## config.mk

```make
export PLATFORM = sky130hd
export DESIGN_NAME = bps_bank
export DESIGN_NICKNAME = d
export VERILOG_FILES = /design/src/verilog/bps_pkg.sv /design/src/verilog/bps_pre_if.sv /design/src/verilog/bps_capture.sv /design/src/verilog/bps_bank.sv
export VERILOG_INCLUDE_DIRS = /design/src /design/src/verilog
export SDC_FILE = /design/constraint.sdc
export NUM_CORES = 1
export LEC_CHECK = 0
export BUFFER_PORTS_ARGS = -buffer_cell sky130_fd_sc_hd__clkbuf_2
export CORE_MARGIN = 2
export CORE_UTILIZATION = 45
export CTS_CLUSTER_DIAMETER = 40
export DETAILED_ROUTE_END_ITERATION = 8
export GPL_TIMING_DRIVEN = 0
export HOLD_SLACK_MARGIN = 0.03
export MAX_ROUTING_LAYER = met4
export PLACE_DENSITY_LB_ADDON = 0.1
export SYNTH_ARGS = -nofsm -noshare
export SYNTH_HDL_FRONTEND = slang
export SYNTH_SLANG_ARGS = --single-unit
```

## constraint.sdc

```tcl
create_clock -name CLOCK -period 1.5 [get_ports CLOCK]
set_input_delay 0 -clock CLOCK [delete_from_list [all_inputs] [get_ports CLOCK]]
set_output_delay 0 -clock CLOCK [all_outputs]
set_load 0.02 [all_outputs]
```

## src/verilog/bps_cfg.svh

```systemverilog
// offsets, field positions, reset values and data type codes of the preamble status bank
`ifndef BPS_CFG_SVH
`define BPS_CFG_SVH
//
// Notes on behaviour
// - data type codes in burst info bits 4..0
// - burst info bits 6 and 5 read zero
// - burst info bit 7 flags payload errors
// - burst info bits 12..8 pass through unchanged
// - stream number bits 15..13 are zero
// - burst length high byte register, read only
// - burst length low byte register, read only
// - page one reaches receiver buffer page
// - page two reaches transmitter buffer page
// - page defaults to control page; three reserved
// - page register answers 0x7f on every page
// - page applies to reads and writes alike
// - status registers hold receiver decoded preambles
// - burst length counts bits

// ----------------------------------------
// register offsets
// ----------------------------------------
`define BPS_ADDR_W 7
`define BPS_OFS_PC_HIGH 7'h29
`define BPS_OFS_PC_LOW 7'h2a
`define BPS_OFS_PD_HIGH 7'h2b
`define BPS_OFS_PD_LOW 7'h2c
`define BPS_OFS_PAGE 7'h7f

// ----------------------------------------
// fields and reset values
// ----------------------------------------
`define BPS_PAGE_MSB 1
`define BPS_PAGE_RESET 2'h0
`define BPS_PC_RESET 16'h0000
`define BPS_PD_RESET 16'h0000
`define BPS_PC_TYPE_MSB 4
`define BPS_PC_ZERO_HI 6
`define BPS_PC_ZERO_LO 5
`define BPS_PC_ERR_BIT 7
`define BPS_PC_DEP_MSB 12
`define BPS_PC_DEP_LSB 8
`define BPS_PC_STREAM_MSB 15
`define BPS_PC_STREAM_LSB 13
`define BPS_STREAM_NUM 3'h0
`define BPS_BYTE_ZERO 8'h00
`define BPS_ADDR_ZERO 7'h00

// ----------------------------------------
// data type codes
// ----------------------------------------
`define BPS_TYPE_RSVD_A 5'h02
`define BPS_TYPE_RSVD_B 5'h0a
`define BPS_TYPE_RSVD_FIRST 5'h10
`endif

```

## src/verilog/bps_pkg.sv

```systemverilog
// types shared by the preamble status bank
package bps_pkg;
  typedef enum logic [1:0] {
    BPS_PAGE_CTRL = 2'h0,
    BPS_PAGE_RXBUF = 2'h1,
    BPS_PAGE_TXBUF = 2'h2,
    BPS_PAGE_RSVD = 2'h3
  } bps_page_t;
endpackage : bps_pkg

```

## src/verilog/bps_pre_if.sv

```systemverilog
// captured preamble values passed from the capture stage to the register bank
`timescale 1ns/1ps
interface bps_pre_if;
  logic [15:0] burst_info;
  logic [15:0] burst_length;
  logic payload_err;
  logic type_reserved;
  modport cap (output burst_info, output burst_length, output payload_err, output type_reserved);
  modport bank (input burst_info, input burst_length, input payload_err, input type_reserved);
endinterface : bps_pre_if

```

## src/verilog/bps_capture.sv

```systemverilog
// latches the preamble words decoded by the receiver
`timescale 1ns/1ps
`include "bps_cfg.svh"
module bps_capture (
  // clock and reset
  input wire logic clock,
  input wire logic arst_n,
  // decoder side
  input wire logic dec_valid,
  input wire logic [15:0] dec_pc,
  input wire logic [15:0] dec_pd,
  // captured values
  bps_pre_if.cap pre
);
  logic [15:0] pc_ff;
  logic [15:0] pd_ff;
  logic [15:0] nxt_pc;

  // codes with no defined stream type
  function automatic logic is_reserved(input logic [4:0] code);
    is_reserved = (code == `BPS_TYPE_RSVD_A) || (code == `BPS_TYPE_RSVD_B) ||
                  (code >= `BPS_TYPE_RSVD_FIRST);
  endfunction : is_reserved

  always_comb begin
    nxt_pc = dec_pc;
    nxt_pc[`BPS_PC_ZERO_HI:`BPS_PC_ZERO_LO] = 2'h0;
    nxt_pc[`BPS_PC_STREAM_MSB:`BPS_PC_STREAM_LSB] = `BPS_STREAM_NUM;
  end

  always_ff @(posedge clock or negedge arst_n) begin
    if (!arst_n) begin
      pc_ff <= `BPS_PC_RESET;
    end else if (dec_valid) begin
      pc_ff <= nxt_pc;
    end
  end

  // burst length is a bit count, held as decoded
  always_ff @(posedge clock or negedge arst_n) begin
    if (!arst_n) begin
      pd_ff <= `BPS_PD_RESET;
    end else if (dec_valid) begin
      pd_ff <= dec_pd;
    end
  end

  assign pre.burst_info = pc_ff;
  assign pre.burst_length = pd_ff;
  assign pre.payload_err = pc_ff[`BPS_PC_ERR_BIT];
  assign pre.type_reserved = is_reserved(pc_ff[`BPS_PC_TYPE_MSB:0]);
endmodule : bps_capture

```

## src/verilog/bps_bank.sv

```systemverilog
// preamble status registers and page selector behind the serial host interface
`timescale 1ns/1ps
`include "bps_cfg.svh"
module bps_bank (
  // clock and reset
  input wire logic CLOCK,
  input wire logic ARST_N,
  // decoded preambles from the receiver
  input wire logic DEC_VALID,
  input wire logic [15:0] DEC_PC,
  input wire logic [15:0] DEC_PD,
  // host register access
  input wire logic HOST_WR,
  input wire logic HOST_RD,
  input wire logic [6:0] HOST_ADDR,
  input wire logic [7:0] HOST_WDATA,
  output logic [7:0] HOST_RDATA,
  output logic HOST_RVALID,
  // buffer page access
  output logic RXB_WR,
  output logic RXB_RD,
  output logic TXB_WR,
  output logic TXB_RD,
  output logic [6:0] BUF_ADDR,
  output logic [7:0] BUF_WDATA,
  input wire logic [7:0] RXB_RDATA,
  input wire logic [7:0] TXB_RDATA,
  // status
  output bps_pkg::bps_page_t PAGE,
  output logic PAYLOAD_ERR,
  output logic TYPE_RESERVED
);
  import bps_pkg::*;

  bps_pre_if pre ();

  bps_capture u_capture (
    .clock(CLOCK),
    .arst_n(ARST_N),
    .dec_valid(DEC_VALID),
    .dec_pc(DEC_PC),
    .dec_pd(DEC_PD),
    .pre(pre.cap)
  );

  // ----------------------------------------
  // page selector
  // ----------------------------------------
  bps_page_t page_ff;
  logic page_hit;
  logic buf_access;

  // the selector is seen at one address on all pages so the host never gets stuck
  assign page_hit = (HOST_ADDR == `BPS_OFS_PAGE);
  assign buf_access = !page_hit && (page_ff == BPS_PAGE_RXBUF || page_ff == BPS_PAGE_TXBUF);

  always_ff @(posedge CLOCK or negedge ARST_N) begin
    if (!ARST_N) begin
      page_ff <= BPS_PAGE_CTRL;
    end else if (HOST_WR && page_hit) begin
      page_ff <= bps_page_t'(HOST_WDATA[`BPS_PAGE_MSB:0]);
    end
  end

  // ----------------------------------------
  // buffer page forwarding
  // ----------------------------------------
  logic rxb_wr_ff;
  logic rxb_rd_ff;
  logic txb_wr_ff;
  logic txb_rd_ff;
  logic [6:0] buf_addr_ff;
  logic [7:0] buf_wdata_ff;

  // one registered strobe per host access; selected page steers reads and writes alike
  always_ff @(posedge CLOCK or negedge ARST_N) begin
    if (!ARST_N) begin
      rxb_wr_ff <= 1'b0;
      rxb_rd_ff <= 1'b0;
      txb_wr_ff <= 1'b0;
      txb_rd_ff <= 1'b0;
    end else begin
      rxb_wr_ff <= HOST_WR && buf_access && page_ff == BPS_PAGE_RXBUF;
      rxb_rd_ff <= HOST_RD && buf_access && page_ff == BPS_PAGE_RXBUF;
      txb_wr_ff <= HOST_WR && buf_access && page_ff == BPS_PAGE_TXBUF;
      txb_rd_ff <= HOST_RD && buf_access && page_ff == BPS_PAGE_TXBUF;
    end
  end

  always_ff @(posedge CLOCK or negedge ARST_N) begin
    if (!ARST_N) begin
      buf_addr_ff <= `BPS_ADDR_ZERO;
      buf_wdata_ff <= `BPS_BYTE_ZERO;
    end else if ((HOST_WR || HOST_RD) && buf_access) begin
      buf_addr_ff <= HOST_ADDR;
      buf_wdata_ff <= HOST_WDATA;
    end
  end

  // ----------------------------------------
  // read path
  // ----------------------------------------
  logic [7:0] nxt_local;
  logic local_rd_ff;
  logic [7:0] local_ff;
  logic [7:0] rdata_ff;
  logic rvalid_ff;
  logic rxb_sel_ff;
  logic txb_sel_ff;

  // page zero decode; status registers have no write path at all
  always_comb begin
    nxt_local = `BPS_BYTE_ZERO;
    if (page_hit) begin
      nxt_local = {6'h00, page_ff};
    end else if (page_ff != BPS_PAGE_CTRL) begin
      nxt_local = `BPS_BYTE_ZERO;
    end else if (HOST_ADDR == `BPS_OFS_PC_HIGH) begin
      nxt_local = pre.burst_info[15:8];
    end else if (HOST_ADDR == `BPS_OFS_PC_LOW) begin
      nxt_local = pre.burst_info[7:0];
    end else if (HOST_ADDR == `BPS_OFS_PD_HIGH) begin
      nxt_local = pre.burst_length[15:8];
    end else if (HOST_ADDR == `BPS_OFS_PD_LOW) begin
      nxt_local = pre.burst_length[7:0];
    end
  end

  always_ff @(posedge CLOCK or negedge ARST_N) begin
    if (!ARST_N) begin
      local_rd_ff <= 1'b0;
      local_ff <= `BPS_BYTE_ZERO;
    end else begin
      local_rd_ff <= HOST_RD && !buf_access;
      if (HOST_RD && !buf_access) begin
        local_ff <= nxt_local;
      end
    end
  end

  // buffers answer one cycle after their strobe, so buffer reads land a cycle later
  always_ff @(posedge CLOCK or negedge ARST_N) begin
    if (!ARST_N) begin
      rxb_sel_ff <= 1'b0;
      txb_sel_ff <= 1'b0;
    end else begin
      rxb_sel_ff <= rxb_rd_ff;
      txb_sel_ff <= txb_rd_ff;
    end
  end

  always_ff @(posedge CLOCK or negedge ARST_N) begin
    if (!ARST_N) begin
      rdata_ff <= `BPS_BYTE_ZERO;
      rvalid_ff <= 1'b0;
    end else begin
      rvalid_ff <= local_rd_ff || rxb_sel_ff || txb_sel_ff;
      if (rxb_sel_ff) begin
        rdata_ff <= RXB_RDATA;
      end else if (txb_sel_ff) begin
        rdata_ff <= TXB_RDATA;
      end else if (local_rd_ff) begin
        rdata_ff <= local_ff;
      end
    end
  end

  assign HOST_RDATA = rdata_ff;
  assign HOST_RVALID = rvalid_ff;
  assign RXB_WR = rxb_wr_ff;
  assign RXB_RD = rxb_rd_ff;
  assign TXB_WR = txb_wr_ff;
  assign TXB_RD = txb_rd_ff;
  assign BUF_ADDR = buf_addr_ff;
  assign BUF_WDATA = buf_wdata_ff;
  assign PAGE = page_ff;
  assign PAYLOAD_ERR = pre.payload_err;
  assign TYPE_RESERVED = pre.type_reserved;
endmodule : bps_bank

```

## Yosys cells after proc, flatten, opt, wreduce, memory -nomap -nowiden

Index checks and enable logic that the tools add are counted.

| word-level totals | value |
|---|---|
| flip-flop bits (word level) | 68 |
| bits of input ports | 68 |
| output and inout bits | 32 |
| logic and storage cells | 54 |

| operators by class | value |
|---|---|
| magnitude comparators | 1 |
| equal/unequal tests | 9 |
| muxes and demuxes | 9 |
| reductions and logical operators | 20 |

Operators by type and width:

| operator | count |
|---|---|
| 2-to-1 mux 8 bit | 9 |
| equality test 7 x 6 -> 1 bit (second input constant) | 4 |
| logical AND 1 bit | 10 |
| equality test 7 bit (second input constant) | 1 |
| logical OR 1 bit | 6 |
| equality test 5 x 2 -> 1 bit (second input constant) | 1 |
| equality test 5 x 4 -> 1 bit (second input constant) | 1 |
| greater-or-equal comparator 5 bit (second input constant) | 1 |
| nonzero test 3 bit | 1 |
| equality test 2 x 1 -> 1 bit (second input constant) | 1 |
| equality test 2 bit (second input constant) | 1 |
| logical NOT 1 bit | 2 |
| nonzero test 2 bit | 1 |

## Logic depth before layout (Yosys ltp)

| depth | value |
|---|---|
| depth in word-level cells | 7 |
| depth in mapped cells | 7 |
| depth with buffers taken out | 7 |

## By module

From an unflattened synthesis, not the netlist that was laid out.

| second synthesis, totals | value |
|---|---|
| cell total of the unflattened synthesis | 255 |
| area total of the unflattened synthesis | 3,251.9 µm² |

Modules (own cells, without submodules):

| module | times used | cells an instance | area each (µm²) | seq. area each (µm²) |
|---|---|---|---|---|
| bps_bank | 1 | 189 | 2,083.2 | 1,026.0 |
| bps_capture | 1 | 66 | 1,168.6 | 675.6 |

## Worst setup path after synthesis

OpenSTA, ideal clock, no wires.

| timing | value |
|---|---|
| path type | register -> register |
| from | register page_ff[0], in the netlist PAGE[0] |
| to | register buf_addr_ff[0], in the netlist BUF_ADDR[0] |
| setup time | 0.128 ns |
| arrival time | 1.591 ns |
| path slack | -0.219 ns |
| cell stages (with the launch flop) | 7 |
| buffers on the path | 1 |
| clock period less this slack | 1.719 ns |
| path through | dfrtp_1 -> inv_1 -> ha_1 -> o21a_2 -> o21ai_4 -> buf_8 -> mux2_1 |

| on the way | value |
|---|---|
| longest elaborated chain between the ends | 4 |
| elaborated cells on any way between the ends | 5 |
| those cells by class | 2 x eq/ne; 3 x reduce/logical |

Ends and longest elaborated chain:

| element | line | source |
|---|---|---|
| start, declared | bps_bank.sv:49 | `bps_page_t page_ff;` |
| start signal, assigned | bps_bank.sv:61 | `` page_ff <= bps_page_t'(HOST_WDATA[`BPS_PAGE_MSB:0]); `` |
| equality test 2 x 1 -> 1 bit / equality test 2 bit (equally long branches) | bps_bank.sv:55 | `assign buf_access = !page_hit && (page_ff == BPS_PAGE_RXBUF \|\| page_ff == BPS_PAGE_TXBUF);` |
| logical OR 1 bit * | bps_bank.sv:55 |  |
| logical AND 1 bit * | bps_bank.sv:55 |  |
| logical AND 1 bit * | bps_bank.sv:94 | `end else if ((HOST_WR \|\| HOST_RD) && buf_access) begin` |
| end signal, assigned | bps_bank.sv:92 | `` buf_addr_ff <= `BPS_ADDR_ZERO; `` |
| end, declared | bps_bank.sv:72 | `logic [6:0] buf_addr_ff;` |

Every way passes the cells marked *; elsewhere a longest branch is shown, timed or not.
A chain may end at the register's enable or synchronous reset.

## Worst setup path in the final report

| timing | value |
|---|---|
| from | register page_ff[1], in the netlist PAGE[1] |
| to | register buf_addr_ff[1], in the netlist BUF_ADDR[1] |

Same word-level chain as after synthesis.

==> flow_summary_export.csv <==
group,metric,value,unit
status,status,"complete, but fails checks",
status,violations,"setup timing",
timing,setup_slack,-0.0431,ns
final_layout,nets,468,
floorplan,fp.dieW,85.3,um
place,io_buffers,93,
global_routing,grt_usage,21.0,%
detailed_routing,ant_nets,0,
timing,clock_skew,0.00603,ns
global_routing,antenna_found_initial,0,
timing,hold_ws,0.0621,ns
detailed_routing,drcViolationCount,0,
worst_setup_path,r2r_setup_slack,-0.04,ns
worst_setup_path,startpoint_type,"flop",
worst_setup_path,r2r-start,"PAGE[1]$_DFFE_PN0P_",
timing,hold_violations,0,
floorplan,core_area,6390,um^2
final_layout,area_growth,49.7,%
timing,tightest_slew,0.397,ns
timing,grt_setup_unrepaired,"yes",
global_routing,grt_max_degree,56,
place,dp_hpwl,4.81,mm
run,maxCapViolations,0,
place,place_area,3590,um^2
worst_setup_path,crit_path_max_incr_delay,0.41,ns
floorplan,die_h,85.3,um
worst_setup_path,crit_end,"BUF_ADDR[1]$_DFFE_PN0P_",
worst_setup_path,reg2reg_to,"BUF_ADDR[1]$_DFFE_PN0P_",
final_layout,drive_gt1_share,44.8,%
yosys,synth_area,2970,um^2
power_and_ir_drop,pwr_density_cell,1220,nW/um^2
detailed_routing,drt_pass1_iterations,4,
floorplan,row_count,29,
yosys,syn_area_per_cell,12.7,um^2
cts,clk_path_buf_depth,2,
timing,max_freq,648,MHz
yosys,synth_fp_nets,305,
timing,finalCritPeriodShare,103,%
worst_setup_path,path_cells,"inv_2 > ha_4 > o21a_4 > o21ai_4 > buf_8 > mux2_4",
worst_setup_path,worst-endpoint-arrival,1.76,ns
worst_setup_path,crit_type,"reg -> reg",
detailed_routing,via_per_inst,4.99,
worst_setup_path,setup.worst_path.start,"PAGE[1]$_DFFE_PN0P_",
global_routing,grt_pass1_wl,11.4,mm
floorplan,dieArea,7280,um^2
worst_setup_path,required,1.72,ns
min_path,hp-class,"in -> reg",
detailed_routing,avgRoutedWirePerCell,14.9,um
worst_setup_path,cp_slowest_cell,"dfrtp_2",
yosys,synth_cell_types,37,
detailed_routing,drtIter0Drc,84,
worst_setup_path,reg2regPathDepth,6,
cts,clkLatencyLatePin,0.33,ns
timing,period_minus_slack,1.54,ns
detailed_routing,vias,2380,
timing,slew_headroom,73.6,%
cts,cts_tree,"done",
worst_setup_path,crit_path_end_kind,"flop",
floorplan,io_pins,100,
yosys,synth_seq_cells,68,
yosys,netlist.top_cell.by_area,"dfrtp_1",
power_and_ir_drop,p_total,5.45,mW
final_layout,final_cell_area,4450,um^2
timing,finalSetupTns,-0.499,ns
cts,root_buffer,"clkbuf_8",
floorplan,initial_core_util,46.6,%
min_path,holdPathStages,2,
final_layout,antenna_cells,0,
cts,clock-sinks,68,
power_and_ir_drop,p_leak,2.16,nW
worst_setup_path,crit_fanout,5,
detailed_routing,drt-total-wl,7.12,mm
global_routing,grt_remaining_overflow,0,
timing,setup_viol,15,
yosys,yosys_warnings,0,
global_routing,grt_pass1_vias,2416,
cts,cts_made_buffers,9,
yosys,netlist.area_leader.share,57.2,%
yosys,synth.area.top_cells,"dfrtp_1, mux2_2, mux2_1",
timing,finalMaxSlewViolations,0,
cts,htree_levels,3,
yosys,syn_inst,234,
place,gp_congestion,0.756,
cts,clkSlewWorstSetupHoldPaths,0.07,ns
yosys,ys_seq_area_share,57.2,%
power_and_ir_drop,ir_drop,1.09,mV
-- worst max-delay path: cells and delay by family (launching register included) --
family	cells	cell delay, ns
adders and majority gates	1	0.20
DFF	1	0.41
AOI/OAI and AO/OA	2	0.25
muxes	1	0.30
buffers and inverters	2	0.26
-- synthesized netlist by cell type --
master	count
a21o_1	2
a21oi_1	13
a221o_1	1
a22oi_1	3
a31oi_1	2
a32oi_1	4
and2b_1	1
and3_1	5
and4_1	1
and4bb_2	1
buf_2	7
buf_8	1
clkbuf_1	3
dfrtp_1	68
ha_1	3
inv_1	7
mux2_1	10
mux2_2	35
mux2i_1	8
nand2_1	13
nand2b_1	1
nand3_1	1
nand4_1	1
nor2_1	12
nor2b_1	2
nor3_1	1
nor3_2	1
nor3b_1	1
o21a_2	1
o21ai_0	11
o21ai_2	1
o21ai_4	1
o22a_1	3
o2bb2ai_1	6
o311ai_0	1
o31a_1	1
o32ai_1	1
-- flip-flops by register name, summed over array words and instances, names as in the netlist, 2 cells and up --
signal                      cells
PAGE                            2
BUF_WDATA                       8
BUF_ADDR                        7
HOST_RDATA                      8
local_ff                        8
u_capture.pre.burst_info       11
u_capture.pre.burst_length     16
-- metal layers --
layer  routed length (um)  track usage [%]  share of wire [%]  up-vias
met5                    0                -                  0        -
met4                   80             7.94                1.1        0
met3                  259             3.79                3.6        9
met2                 3530             34.2                 50       63
met1                 3240             26.1                 46     1136
li1                     -                -                  -     1172
-- through the flow --
| step | util [%] | std cells | worst slack (ns) |
|---|---|---|---|
| finish | 69.7 | 477 | -0.0431 |
| global route | 69.7 | 477 | -0.0938 |
| CTS | 69.1 | 475 | -0.0473 |
| detailed placement | 56.2 | 405 | -0.127 |
| global placement | 55.7 | 404 | -0.203 |
| floorplan | - | 234 | -0.0674 |
-- cell usage in the layout (no fill, tap or decap), types with 5 or more instances in the layout --
cell type / n
inv_1: 5
dlygate4sd3_1: 50
mux2_4: 15
dfrtp_1: 66
nor2_1: 12
and3_1: 5
buf_2: 7
a21oi_1: 13
o21ai_0: 11
clkbuf_2: 93
buf_4: 6
o2bb2ai_1: 6
mux2i_1: 8
mux2_2: 30
clkbuf_8: 10
nand2_1: 13
-- report_power, final --
part           total [mW]  internal [mW]  switching, mW  leakage [nW]
Sequential           2.33           2.15          0.182         0.845
Clock                1.59          0.965          0.628         0.103
Combinational        1.53          0.794          0.732          1.21
-- worst min-delay path by stage --
| stage | from | end | slack [ns] |
|---|---|---|---|
| 2_1_floorplan | ARST_N | BUF_ADDR[0]$_DFFE_PN0P_ | -0.30 |
| 3_3_place_gp | HOST_WDATA[5] | BUF_WDATA[5]$_DFFE_PN0P_ | 0.21 |
| 3_5_place_dp | ARST_N | HOST_RDATA[5]$_DFFE_PN0P_ | -0.1 |
| 5_1_grt | DEC_VALID | u_capture.pre.burst_length[12]$_DFFE_PN0P_ | 0.06 |
| 6_report | DEC_VALID | u_capture.pre.burst_info[0]$_DFFE_PN0P_ | 0.06 |
| 4_1_cts | DEC_VALID | u_capture.pre.burst_info[0]$_DFFE_PN0P_ | 0.05 |
-- cells by family after synthesis --
| kind of cell | after synthesis | synth area share (%) |
|---|---|---|
| AND/OR/NAND/NOR | 41 | 6.94 |
| flip-flops | 68 | 57.2 |
| buffers and inverters | 18 | 2.94 |
| AO/OA/AOI/OAI | 51 | 11.9 |
| adder cells (fa/ha/maj) | 3 | 1.26 |
| multiplexers | 53 | 19.7 |
-- area by class of cell --
cell class | count | area [um^2]
buffer | 11 | 62.6
timing repair buffer | 152 | 1090
fill | 476 | 1930
sequential | 68 | 1700
multi-input combinational | 148 | 1270
clock buffer | 12 | 145
inverter | 7 | 26.3
tap | 77 | 96.3
clock inverter | 2 | 60.1
-- timing repair --
item,in CTS,in global routing
endpoints found under the hold margin,121,0
hold buffers,50,0
gates cloned,1,0
pin swaps,0,1
buffers inserted,5,2
gates resized for setup,12,7
setup endpoints to repair,12,25
Note: power is estimated with default switching activity, not from simulation.
